$ cat src/logic/tfpa_map.svh
// Register offsets, field positions, reset values and counts for the timer add-on block.
// Functional notes
// - Force bit one acts at next count transition.
// - Forced compare sets no flag, no interrupt.
// - First-channel mask bits 7:3 enable port pins.
// - Compare copies masked data bits onto port.
// - Event mode counts each selected input edge.
// - Gated mode counts clock/64 while not inhibited.
// - Input sampled even when pin is output.
// - Enable bit on/off; mode bit event/gated.
// - Edge bit picks edge or inhibit level.
// - Overflow flag sets on wrap to zero.
// - Overflow flag requests interrupt when enabled.
// - Edge flag sets on each selected edge; here only while the enable bit is set.
// - Edge flag requests interrupt when enabled.
// - Flags clear only by writing one.
// - Count updates apart from software reads; here on the same rising edge as the read capture.
// - Count keeps value through reset, always accessible.
// - Periodic clock is clock/2^13 then /1..8.
// - Each period sets flag; enable requests interrupt.
// - First flag only after one full period.
// - Divider free-running; period from previous timeout.
// - Rate codes give 2^13..2^16 cycle periods.
`ifndef TFPA_MAP_SVH
`define TFPA_MAP_SVH
`define TFPA_OFF_FORCE   8'h00
`define TFPA_OFF_MASK    8'h04
`define TFPA_OFF_DATA    8'h08
`define TFPA_OFF_DDR     8'h0c
`define TFPA_OFF_CTL     8'h10
`define TFPA_OFF_FLAGS   8'h14
`define TFPA_OFF_IRQEN   8'h18
`define TFPA_OFF_COUNT   8'h1c
`define TFPA_OFF_PORTA   8'h20
`define TFPA_CTL_EN      6
`define TFPA_CTL_MODE    5
`define TFPA_CTL_EDGE    4
`define TFPA_FLG_RTI     6
`define TFPA_FLG_OVF     5
`define TFPA_FLG_EDGE    4
`define TFPA_FLG_MASK    8'h70
`define TFPA_OC1_MASK    8'hf8
`define TFPA_RST_BYTE    8'h00
`define TFPA_GATE_DIV    64
`define TFPA_RTI_EXP     13
`define TFPA_RESP_OKAY   2'h0
`define TFPA_RESP_SLVERR 2'h2
`endif

$ cat src/logic/tfpa_pkg.sv
// Types shared by the timer add-on block.
package tfpa_pkg;
  typedef struct packed {
    logic       enable;
    logic       mode;
    logic       edge_sel;
    logic [1:0] rate;
  } tfpa_ctl_type;

  typedef enum logic [3:0] {
    TFPA_SEL_FORCE = 4'h0,
    TFPA_SEL_MASK  = 4'h1,
    TFPA_SEL_DATA  = 4'h2,
    TFPA_SEL_DDR   = 4'h3,
    TFPA_SEL_CTL   = 4'h4,
    TFPA_SEL_FLAGS = 4'h5,
    TFPA_SEL_IRQEN = 4'h6,
    TFPA_SEL_COUNT = 4'h7,
    TFPA_SEL_PORTA = 4'h8,
    TFPA_SEL_NONE  = 4'hf
  } tfpa_sel_type;

  typedef enum logic [0:0] {
    TFPA_WR_IDLE = 1'b0,
    TFPA_WR_RESP = 1'b1
  } tfpa_wr_state_type;
endpackage

$ cat src/logic/tfpa_top.sv
// Forced compares, first-channel port drive, pulse accumulator and periodic interrupt.
`timescale 1ns/1ps
`default_nettype none
`include "tfpa_map.svh"
module tfpa_top
  import tfpa_pkg::*;
#(
  parameter int P_GATE_DIV = `TFPA_GATE_DIV,
  parameter int P_RTI_EXP  = `TFPA_RTI_EXP
) (
  input  wire logic        CLK_I,        // Bus clock, 100 MHz.
  input  wire logic        RST_I,        // Asynchronous reset, active high.
  input  wire logic        CE_I,         // Clock enable, freezes state when low.
  input  wire logic [7:0]  S_AWADDR_I,   // Write address.
  input  wire logic        S_AWVALID_I,  // Write address valid.
  output logic             S_AWREADY_O,  // Write address ready.
  input  wire logic [31:0] S_WDATA_I,    // Write data.
  input  wire logic [3:0]  S_WSTRB_I,    // Write strobes.
  input  wire logic        S_WVALID_I,   // Write data valid.
  output logic             S_WREADY_O,   // Write data ready.
  output logic [1:0]       S_BRESP_O,    // Write response.
  output logic             S_BVALID_O,   // Write response valid.
  input  wire logic        S_BREADY_I,   // Write response ready.
  input  wire logic [7:0]  S_ARADDR_I,   // Read address.
  input  wire logic        S_ARVALID_I,  // Read address valid.
  output logic             S_ARREADY_O,  // Read address ready.
  output logic [31:0]      S_RDATA_O,    // Read data.
  output logic [1:0]       S_RRESP_O,    // Read response.
  output logic             S_RVALID_O,   // Read data valid.
  input  wire logic        S_RREADY_I,   // Read data ready.
  input  wire logic        TCNT_TICK_I,  // Timer count transition strobe.
  input  wire logic        OC1_MATCH_I,  // First channel counter match strobe.
  input  wire logic [7:0]  PA_I,         // Port A pin levels.
  output logic [7:0]       PA_O,         // Port A output levels.
  output logic [7:0]       PA_OE_O,      // Port A output enables.
  output logic [4:0]       FORCE_O,      // Forced compare strobes, bit 0 is channel one.
  output logic             OVF_IRQ_O,    // Accumulator overflow request.
  output logic             EDGE_IRQ_O,   // Accumulator edge request.
  output logic             RTI_IRQ_O     // Periodic interrupt request.
);

  localparam int GW = $clog2(P_GATE_DIV);
  localparam int RW = P_RTI_EXP + 3;

  // --------------------------------------------------------------------
  // Address decode
  // --------------------------------------------------------------------
  function automatic tfpa_sel_type reg_sel(input logic [7:0] addr);
    unique case (addr)
      `TFPA_OFF_FORCE: reg_sel = TFPA_SEL_FORCE;
      `TFPA_OFF_MASK:  reg_sel = TFPA_SEL_MASK;
      `TFPA_OFF_DATA:  reg_sel = TFPA_SEL_DATA;
      `TFPA_OFF_DDR:   reg_sel = TFPA_SEL_DDR;
      `TFPA_OFF_CTL:   reg_sel = TFPA_SEL_CTL;
      `TFPA_OFF_FLAGS: reg_sel = TFPA_SEL_FLAGS;
      `TFPA_OFF_IRQEN: reg_sel = TFPA_SEL_IRQEN;
      `TFPA_OFF_COUNT: reg_sel = TFPA_SEL_COUNT;
      `TFPA_OFF_PORTA: reg_sel = TFPA_SEL_PORTA;
      default:         reg_sel = TFPA_SEL_NONE;
    endcase
  endfunction

  // --------------------------------------------------------------------
  // Storage
  // --------------------------------------------------------------------
  logic              awready_r;
  logic              wready_r;
  logic              arready_r;
  logic              rvalid_r;
  logic [31:0]       rdata_r;
  logic [1:0]        rresp_r;
  logic [1:0]        bresp_r;
  tfpa_wr_state_type wr_state_r;
  logic              aw_held_r;
  logic              w_held_r;
  logic [7:0]        awaddr_r;
  logic [7:0]        wbyte_r;
  logic              wlane_r;
  logic [7:0]        mask_r;
  logic [7:0]        data_r;
  logic [7:0]        ddr_r;
  logic [7:0]        porta_r;
  tfpa_ctl_type      ctl_r;
  logic [7:0]        flags_r;
  logic [7:0]        irqen_r;
  logic [7:0]        count_r;
  logic [4:0]        pend_r;
  logic [4:0]        force_r;
  logic [2:0]        pai_sync_r;
  logic              pai_r;
  logic              pai_d_r;
  logic [GW-1:0]     gate_cnt_r;
  logic [RW-1:0]     rti_cnt_r;
  logic              ovf_irq_r;
  logic              edge_irq_r;
  logic              rti_irq_r;

  // --------------------------------------------------------------------
  // Combinational terms
  // --------------------------------------------------------------------
  tfpa_sel_type wsel;
  tfpa_sel_type rsel;
  logic         wr_fire;
  logic         wr_ok;
  logic [7:0]   rd_byte;
  logic [4:0]   new_force;
  logic         oc1_act;
  logic         sel_edge;
  logic         gate_tick;
  logic         count_inc;
  logic [RW-1:0] rti_mask;
  logic         rti_tick;
  logic [7:0]   flag_set;
  logic [7:0]   flag_clr;
  logic [7:0]   porta_nxt;
  logic [7:0]   drive_mask;

  assign wsel    = reg_sel(awaddr_r);
  assign rsel    = reg_sel(S_ARADDR_I);
  assign wr_fire = CE_I && aw_held_r && w_held_r && (wr_state_r == TFPA_WR_IDLE);
  assign wr_ok   = wr_fire && wlane_r && (wsel != TFPA_SEL_NONE);

  always_comb begin
    new_force = 5'h00;
    if (wr_ok && (wsel == TFPA_SEL_FORCE)) begin
      for (int i = 0; i < 5; i++) begin
        new_force[i] = wbyte_r[7-i];
      end
    end
  end

  // A force on the first channel acts on the same count transition edge as a real match.
  assign oc1_act    = OC1_MATCH_I || (TCNT_TICK_I && pend_r[0]);
  assign drive_mask = oc1_act ? (mask_r & `TFPA_OC1_MASK) : 8'h00;

  always_comb begin
    porta_nxt = porta_r;
    if (wr_ok && (wsel == TFPA_SEL_PORTA)) begin
      porta_nxt = wbyte_r;
    end
    porta_nxt = (porta_nxt & ~drive_mask) | (data_r & drive_mask);
  end

  // Edge seen on the filtered input, whatever direction the pin has.
  assign sel_edge  = ctl_r.edge_sel ? (pai_r && !pai_d_r) : (!pai_r && pai_d_r);
  assign gate_tick = (gate_cnt_r == GW'(P_GATE_DIV - 1));

  always_comb begin
    count_inc = 1'b0;
    if (ctl_r.enable) begin
      if (!ctl_r.mode) begin
        count_inc = sel_edge;
      end else begin
        count_inc = gate_tick && (pai_r != ctl_r.edge_sel);
      end
    end
  end

  assign rti_mask = {RW{1'b1}} >> (2'd3 - ctl_r.rate);
  assign rti_tick = &(rti_cnt_r | ~rti_mask);

  always_comb begin
    flag_set = 8'h00;
    flag_set[`TFPA_FLG_RTI]  = rti_tick;
    flag_set[`TFPA_FLG_OVF]  = count_inc && (count_r == 8'hff);
    flag_set[`TFPA_FLG_EDGE] = ctl_r.enable && sel_edge;
    flag_clr = 8'h00;
    if (wr_ok && (wsel == TFPA_SEL_FLAGS)) begin
      flag_clr = wbyte_r;
    end
  end

  always_comb begin
    rd_byte = 8'h00;
    unique case (rsel)
      TFPA_SEL_FORCE: rd_byte = 8'h00;
      TFPA_SEL_MASK:  rd_byte = mask_r;
      TFPA_SEL_DATA:  rd_byte = data_r;
      TFPA_SEL_DDR:   rd_byte = ddr_r;
      TFPA_SEL_CTL: begin
        rd_byte[`TFPA_CTL_EN]   = ctl_r.enable;
        rd_byte[`TFPA_CTL_MODE] = ctl_r.mode;
        rd_byte[`TFPA_CTL_EDGE] = ctl_r.edge_sel;
        rd_byte[1:0]            = ctl_r.rate;
      end
      TFPA_SEL_FLAGS: rd_byte = flags_r;
      TFPA_SEL_IRQEN: rd_byte = irqen_r;
      TFPA_SEL_COUNT: rd_byte = count_r;
      TFPA_SEL_PORTA: rd_byte = porta_r;
      TFPA_SEL_NONE:  rd_byte = 8'h00;
    endcase
  end

  // --------------------------------------------------------------------
  // Bus write channel
  // --------------------------------------------------------------------
  always_ff @(posedge CLK_I or posedge RST_I) begin
    if (RST_I) begin
      awready_r  <= 1'b1;
      wready_r   <= 1'b1;
      aw_held_r  <= 1'b0;
      w_held_r   <= 1'b0;
      awaddr_r   <= 8'h00;
      wbyte_r    <= 8'h00;
      wlane_r    <= 1'b0;
      bresp_r    <= `TFPA_RESP_OKAY;
      wr_state_r <= TFPA_WR_IDLE;
    end else if (CE_I) begin
      if (S_AWVALID_I && awready_r) begin
        aw_held_r <= 1'b1;
        awaddr_r  <= S_AWADDR_I;
        awready_r <= 1'b0;
      end
      if (S_WVALID_I && wready_r) begin
        w_held_r <= 1'b1;
        wbyte_r  <= S_WDATA_I[7:0];
        wlane_r  <= S_WSTRB_I[0];
        wready_r <= 1'b0;
      end
      unique case (wr_state_r)
        TFPA_WR_IDLE: begin
          if (wr_fire) begin
            bresp_r    <= (wsel == TFPA_SEL_NONE) ? `TFPA_RESP_SLVERR : `TFPA_RESP_OKAY;
            wr_state_r <= TFPA_WR_RESP;
          end
        end
        TFPA_WR_RESP: begin
          if (S_BREADY_I) begin
            aw_held_r  <= 1'b0;
            w_held_r   <= 1'b0;
            awready_r  <= 1'b1;
            wready_r   <= 1'b1;
            wr_state_r <= TFPA_WR_IDLE;
          end
        end
      endcase
    end
  end

  // --------------------------------------------------------------------
  // Bus read channel
  // --------------------------------------------------------------------
  always_ff @(posedge CLK_I or posedge RST_I) begin
    if (RST_I) begin
      arready_r <= 1'b1;
      rvalid_r  <= 1'b0;
      rdata_r   <= 32'h0000_0000;
      rresp_r   <= `TFPA_RESP_OKAY;
    end else if (CE_I) begin
      if (S_ARVALID_I && arready_r) begin
        arready_r <= 1'b0;
        rvalid_r  <= 1'b1;
        rdata_r   <= {24'h00_0000, rd_byte};
        rresp_r   <= (rsel == TFPA_SEL_NONE) ? `TFPA_RESP_SLVERR : `TFPA_RESP_OKAY;
      end else if (rvalid_r && S_RREADY_I) begin
        rvalid_r  <= 1'b0;
        arready_r <= 1'b1;
      end
    end
  end

  // --------------------------------------------------------------------
  // Configuration registers
  // --------------------------------------------------------------------
  always_ff @(posedge CLK_I or posedge RST_I) begin
    if (RST_I) begin
      mask_r  <= `TFPA_RST_BYTE;
      data_r  <= `TFPA_RST_BYTE;
      ddr_r   <= `TFPA_RST_BYTE;
      irqen_r <= `TFPA_RST_BYTE;
      ctl_r   <= '0;
    end else if (wr_ok) begin
      unique case (wsel)
        TFPA_SEL_MASK:  mask_r  <= wbyte_r & `TFPA_OC1_MASK;
        TFPA_SEL_DATA:  data_r  <= wbyte_r & `TFPA_OC1_MASK;
        TFPA_SEL_DDR:   ddr_r   <= wbyte_r;
        TFPA_SEL_IRQEN: irqen_r <= wbyte_r & `TFPA_FLG_MASK;
        TFPA_SEL_CTL: begin
          ctl_r.enable   <= wbyte_r[`TFPA_CTL_EN];
          ctl_r.mode     <= wbyte_r[`TFPA_CTL_MODE];
          ctl_r.edge_sel <= wbyte_r[`TFPA_CTL_EDGE];
          ctl_r.rate     <= wbyte_r[1:0];
        end
        default: begin
        end
      endcase
    end
  end

  // --------------------------------------------------------------------
  // Forced compares and port A drive
  // --------------------------------------------------------------------
  always_ff @(posedge CLK_I or posedge RST_I) begin
    if (RST_I) begin
      pend_r  <= 5'h00;
      force_r <= 5'h00;
    end else if (CE_I) begin
      if (TCNT_TICK_I) begin
        force_r <= pend_r;
        pend_r  <= new_force;
      end else begin
        force_r <= 5'h00;
        pend_r  <= pend_r | new_force;
      end
    end
  end

  always_ff @(posedge CLK_I or posedge RST_I) begin
    if (RST_I) begin
      porta_r <= `TFPA_RST_BYTE;
    end else if (CE_I) begin
      porta_r <= porta_nxt;
    end
  end

  // --------------------------------------------------------------------
  // Accumulator input conditioning
  // --------------------------------------------------------------------
  always_ff @(posedge CLK_I or posedge RST_I) begin
    if (RST_I) begin
      pai_sync_r <= 3'h0;
      pai_r      <= 1'b0;
      pai_d_r    <= 1'b0;
    end else if (CE_I) begin
      pai_sync_r <= {pai_sync_r[1:0], PA_I[7]};
      if (pai_sync_r[1] == pai_sync_r[2]) begin
        pai_r <= pai_sync_r[2];
      end
      pai_d_r <= pai_r;
    end
  end

  always_ff @(posedge CLK_I or posedge RST_I) begin
    if (RST_I) begin
      gate_cnt_r <= '0;
    end else if (CE_I) begin
      gate_cnt_r <= gate_tick ? '0 : gate_cnt_r + GW'(1);
    end
  end

  // The count has no reset so that its value survives a reset; a software
  // write in the same cycle as an increment wins, and every update lands on
  // the same rising clock edge as the read capture, which sees the prior count.
  always_ff @(posedge CLK_I) begin
    if (CE_I) begin
      if (wr_ok && (wsel == TFPA_SEL_COUNT)) begin
        count_r <= wbyte_r;
      end else if (count_inc) begin
        count_r <= count_r + 8'h01;
      end
    end
  end

  // --------------------------------------------------------------------
  // Periodic divider
  // --------------------------------------------------------------------
  always_ff @(posedge CLK_I or posedge RST_I) begin
    if (RST_I) begin
      rti_cnt_r <= '0;
    end else if (CE_I) begin
      rti_cnt_r <= rti_cnt_r + RW'(1);
    end
  end

  // --------------------------------------------------------------------
  // Flags and requests
  // --------------------------------------------------------------------
  always_ff @(posedge CLK_I or posedge RST_I) begin
    if (RST_I) begin
      flags_r <= `TFPA_RST_BYTE;
    end else if (CE_I) begin
      flags_r <= ((flags_r & ~flag_clr) | flag_set) & `TFPA_FLG_MASK;
    end
  end

  always_ff @(posedge CLK_I or posedge RST_I) begin
    if (RST_I) begin
      ovf_irq_r  <= 1'b0;
      edge_irq_r <= 1'b0;
      rti_irq_r  <= 1'b0;
    end else if (CE_I) begin
      ovf_irq_r  <= flags_r[`TFPA_FLG_OVF] && irqen_r[`TFPA_FLG_OVF];
      edge_irq_r <= flags_r[`TFPA_FLG_EDGE] && irqen_r[`TFPA_FLG_EDGE];
      rti_irq_r  <= flags_r[`TFPA_FLG_RTI] && irqen_r[`TFPA_FLG_RTI];
    end
  end

  // --------------------------------------------------------------------
  // Outputs
  // --------------------------------------------------------------------
  assign S_AWREADY_O = awready_r;
  assign S_WREADY_O  = wready_r;
  assign S_BVALID_O  = (wr_state_r == TFPA_WR_RESP);
  assign S_BRESP_O   = bresp_r;
  assign S_ARREADY_O = arready_r;
  assign S_RVALID_O  = rvalid_r;
  assign S_RDATA_O   = rdata_r;
  assign S_RRESP_O   = rresp_r;
  assign PA_O        = porta_r;
  assign PA_OE_O     = ddr_r;
  assign FORCE_O     = force_r;
  assign OVF_IRQ_O   = ovf_irq_r;
  assign EDGE_IRQ_O  = edge_irq_r;
  assign RTI_IRQ_O   = rti_irq_r;

endmodule
`default_nettype wire

$ cat config.mk
export PLATFORM = sky130hd
export DESIGN_NAME = tfpa_top
export DESIGN_NICKNAME = d
export VERILOG_FILES = /design/src/logic/tfpa_pkg.sv /design/src/logic/tfpa_top.sv
export VERILOG_INCLUDE_DIRS = /design/src /design/src/logic
export SDC_FILE = /design/constraint.sdc
export NUM_CORES = 1
export LEC_CHECK = 0
export BUFFER_PORTS_ARGS = -buffer_cell sky130_fd_sc_hd__buf_2
export CAP_MARGIN = 20
export CORE_ASPECT_RATIO = 0.75
export CORE_MARGIN = 3
export CORE_UTILIZATION = 50
export DETAILED_ROUTE_END_ITERATION = 10
export GPL_TIMING_DRIVEN = 0
export PLACE_DENSITY = 0.74
export SKIP_CTS_REPAIR_TIMING = 1
export SLEW_MARGIN = 20
export SYNTH_ARGS = -nofsm -noshare
export SYNTH_HDL_FRONTEND = slang
export SYNTH_SLANG_ARGS = --single-unit
export TNS_END_PERCENT = 30
$ cat constraint.sdc
create_clock -name CLK_I -period 9.2 [get_ports CLK_I]
set_input_delay 1.84 -clock CLK_I [delete_from_list [all_inputs] [get_ports CLK_I]]
set_output_delay 1.84 -clock CLK_I [all_outputs]
set_load 0.02 [all_outputs]
==> flow_summary.yaml <==
outcome:
  status: "finished, final reports clean"
placed_design:
  dp_hpwl_um: 10100
  portBuffers: 72
  gp_congestion: 0.934
logic_synthesis:
  ys_ff_latch: 119
  synth.avg_cell_area_um2: 11.2
  yosys_warnings: 0
  synth-edff-count: 8
  yosysUniqueCellTypes: 52
  ys_seq_area_share_pct: 52.6
  netlist_instances: 511
  async_reset_ff_share_pct: 93.3
  netlist_area_mm2: 0.00574
  synth-main-ff-cell: "dfrtp_1"
cts:
  cts.htree.levels: 4
  cts_sinks: 119
  cts_tree: "done"
  numCtsBuffers: 17
  clockBufferDepth: 2
  root_buffer: "clkbuf_16"
  clock_latency_ns: 0.41
  clk_pin_slew_ns: 0.06
final_layout:
  mostFrequentLayoutCells: "dfrtp_1 (108), buf_2 (76), mux2_2 (55), nand2_1 (36)"
  antenna_cells: 0
  drive_gt1_share_pct: 31.4
  syn_to_final_growth_pct: 21.5
  nNetsFinal: 701
  fillers: 870
  layout_commonest_cell: "dfrtp_1"
detailed_routing:
  postRouteWirelength_um: 13900
  vias: 4381
  vias_per_cell: 5.61
  wire_per_inst_um: 17.8
  ant_nets: 0
  drt_first_iter_violations: 358
  drc: 0
  dr.pass1.iters: 5
global_route:
  overflow: 0
  grt_start_max_net_pins: 75
  grt_pass1_vias: 4371
  grt_usage_pct: 23.0
  grt_pass1_wl_um: 22700
  antenna_found_initial: 0
die:
  die_h_um: 98.8
  core_mm2: 0.0111
  num_rows: 33
  fp.dieArea_mm2: 0.0128
  die_w_um: 130
  initial_core_util_pct: 51.9
  pin_count: 135
critical_path:
  critPathArrivalTime_ns: 3.57
  crit_fanout: 10
  rrSetupSlack_ns: 6.64
  reg2reg_from: "awaddr_r[7]"
  r2r_cells: 4
  cp_data_required_time_ns: 9.25
  crit_path_start_kind: "primary input"
  worst_setup_path_end_kind: "register"
  reg2reg_to: "count_r[2]"
  crit_type: "primary input to register"
pwr:
  power-per-cell-area_mw_per_mm2: 237
  peakVddDrop_mv: 0.184
  cellLeakagePower_nw: 3.31
sta:
  rsz0062_at_grt: "no"
  hold-worst-slack_ns: 0.467
  tns_ns: 0
  drv_slew: 0
  setup_viol: 0
  finClkSkew_ns: 0.00492
  tightest_slew_ns: 0.878
  slew_headroom_pct: 40.6
  period_share_pct: 38.3
  fin_crit_ns: 3.53
  clock.fmax_mhz: 284
  hold_viol: 0
worst_hold_path:
  hold_depth: 2
  hp-start: "S_WREADY_O"
  hp-class: "register to register"
  worstHoldEndpoint: "S_WREADY_O"
flow_run:
  drv_cap: 0
power breakdown:
group | leakage (nW) | switching, W | internal, W | total, W
clock network | 0.279 | 0.000248 | 0.000389 | 0.000637
logic | 1.51 | 0.000156 | 0.000134 | 0.000291
registers | 1.53 | 0.000100 | 0.000625 | 0.000725
total | 3.31 | 0.000504 | 0.00115 | 0.00165
Yosys cell counts (5+ instances only):
cell type / number / area share [%]
dfrtp_1: 108 / 47
mux2_2: 55 / 11
nand2_1: 36 / 2.4
buf_4: 26 / 3.4
nand3_1: 26 / 2.3
nor2_1: 26 / 1.7
inv_1: 22 / 1.4
a21oi_1: 20 / 1.7
o21ai_0: 20 / 1.7
clkbuf_1: 16 / 1.0
xnor2_1: 16 / 2.4
xor2_1: 10 / 1.5
nand4_1: 9 / 0.98
edfxtp_1: 8 / 4.2
mux2i_1: 8 / 1.4
and3_1: 6 / 0.65
a22o_1: 5 / 0.76
a31o_1: 5 / 0.76
a32o_1: 5 / 0.87
nand2b_1: 5 / 0.54
o2bb2ai_1: 5 / 0.76
o31ai_1: 5 / 0.65
critical path: stages:
cell      delay, ns
buf_2          0.15
and4b_1        0.26
nand4_1        0.32
clkbuf_1       0.33
a21oi_1        0.67
per-layer routing:
metal | track usage [%] | vias to the layer above | part of all wire [%]
met5 | 0 | - | 0
met4 | 7.67 | 0 | 1.4
met3 | 5.74 | 17 | 6.1
met2 | 34.4 | 148 | 46
met1 | 32.9 | 2187 | 46
li1 | - | 2029 | -
registers in the layout (all words and copies together) (netlist names), 3 cells and up, named ones only:
| register | count |
|---|---|
| rti_cnt_r | 16 |
| PA_OE_O | 8 |
| S_RDATA_O | 8 |
| awaddr_r | 8 |
| count_r | 8 |
| wbyte_r | 8 |
| gate_cnt_r | 6 |
| FORCE_O | 5 |
| ctl_r | 5 |
| data_r | 5 |
| mask_r | 5 |
| pend_r | 5 |
| PA_O | 3 |
| flags_r | 3 |
| irqen_r | 3 |
| pai_sync_r | 3 |
how the worst max path moves through the flow:
stage,startpoint,to,slack (ns),cells after the start
after global placement,RST_I,wbyte_r[0],3.24,2
after global routing,CE_I,count_r[0],5.48,5
after detailed placement,CE_I,count_r[0],5.25,5
final,CE_I,count_r[2],5.67,5
after CTS,CE_I,count_r[0],5.66,5
after floorplan,RST_I,EDGE_IRQ_O,4.43,1
area by class of cell:
class | count | area [um2] | area share, %
Clock inverter | 13 | 121 | 1.74
Tap cell | 140 | 175 | 2.51
Inverter | 23 | 91.3 | 1.31
Buffer | 47 | 279 | 4.00
Sequential cell | 119 | 3020 | 43.3
Timing Repair Buffer | 73 | 388 | 5.56
Clock buffer | 19 | 454 | 6.51
Multi-Input combinational cell | 347 | 2450 | 35.1
cells by family after synthesis:
logic type | after synthesis | share of synthesized area [%]
xor gates and xnor gates | 26 | 3.96
and+or+nand+nor | 138 | 12.7
AOI/OAI and AO/OA | 89 | 10.7
adders and majority gates | 3 | 0.654
DFF | 119 | 52.6
buffers and inverters | 70 | 6.36
muxes | 65 | 13.0
other | 1 | 0.0653
metrics by stage:
stage / power (W) / instance area, um2 / utilization [%] / setup slack, ns / std cells
2_1_floorplan: 0.000920 / 5840 / - / 4.43 / 536
3_3_place_gp: 0.000998 / 6370 / 57.6 / 3.24 / 748
3_5_place_dp: 0.00102 / 6400 / 57.9 / 5.25 / 749
4_1_cts: 0.00166 / 6980 / 63.1 / 5.66 / 781
5_1_grt: 0.00173 / 6980 / 63.1 / 5.48 / 781
6_report: 0.00165 / 6980 / 63.1 / 5.67 / 781
Note: power is estimated with default switching activity, not from simulation.
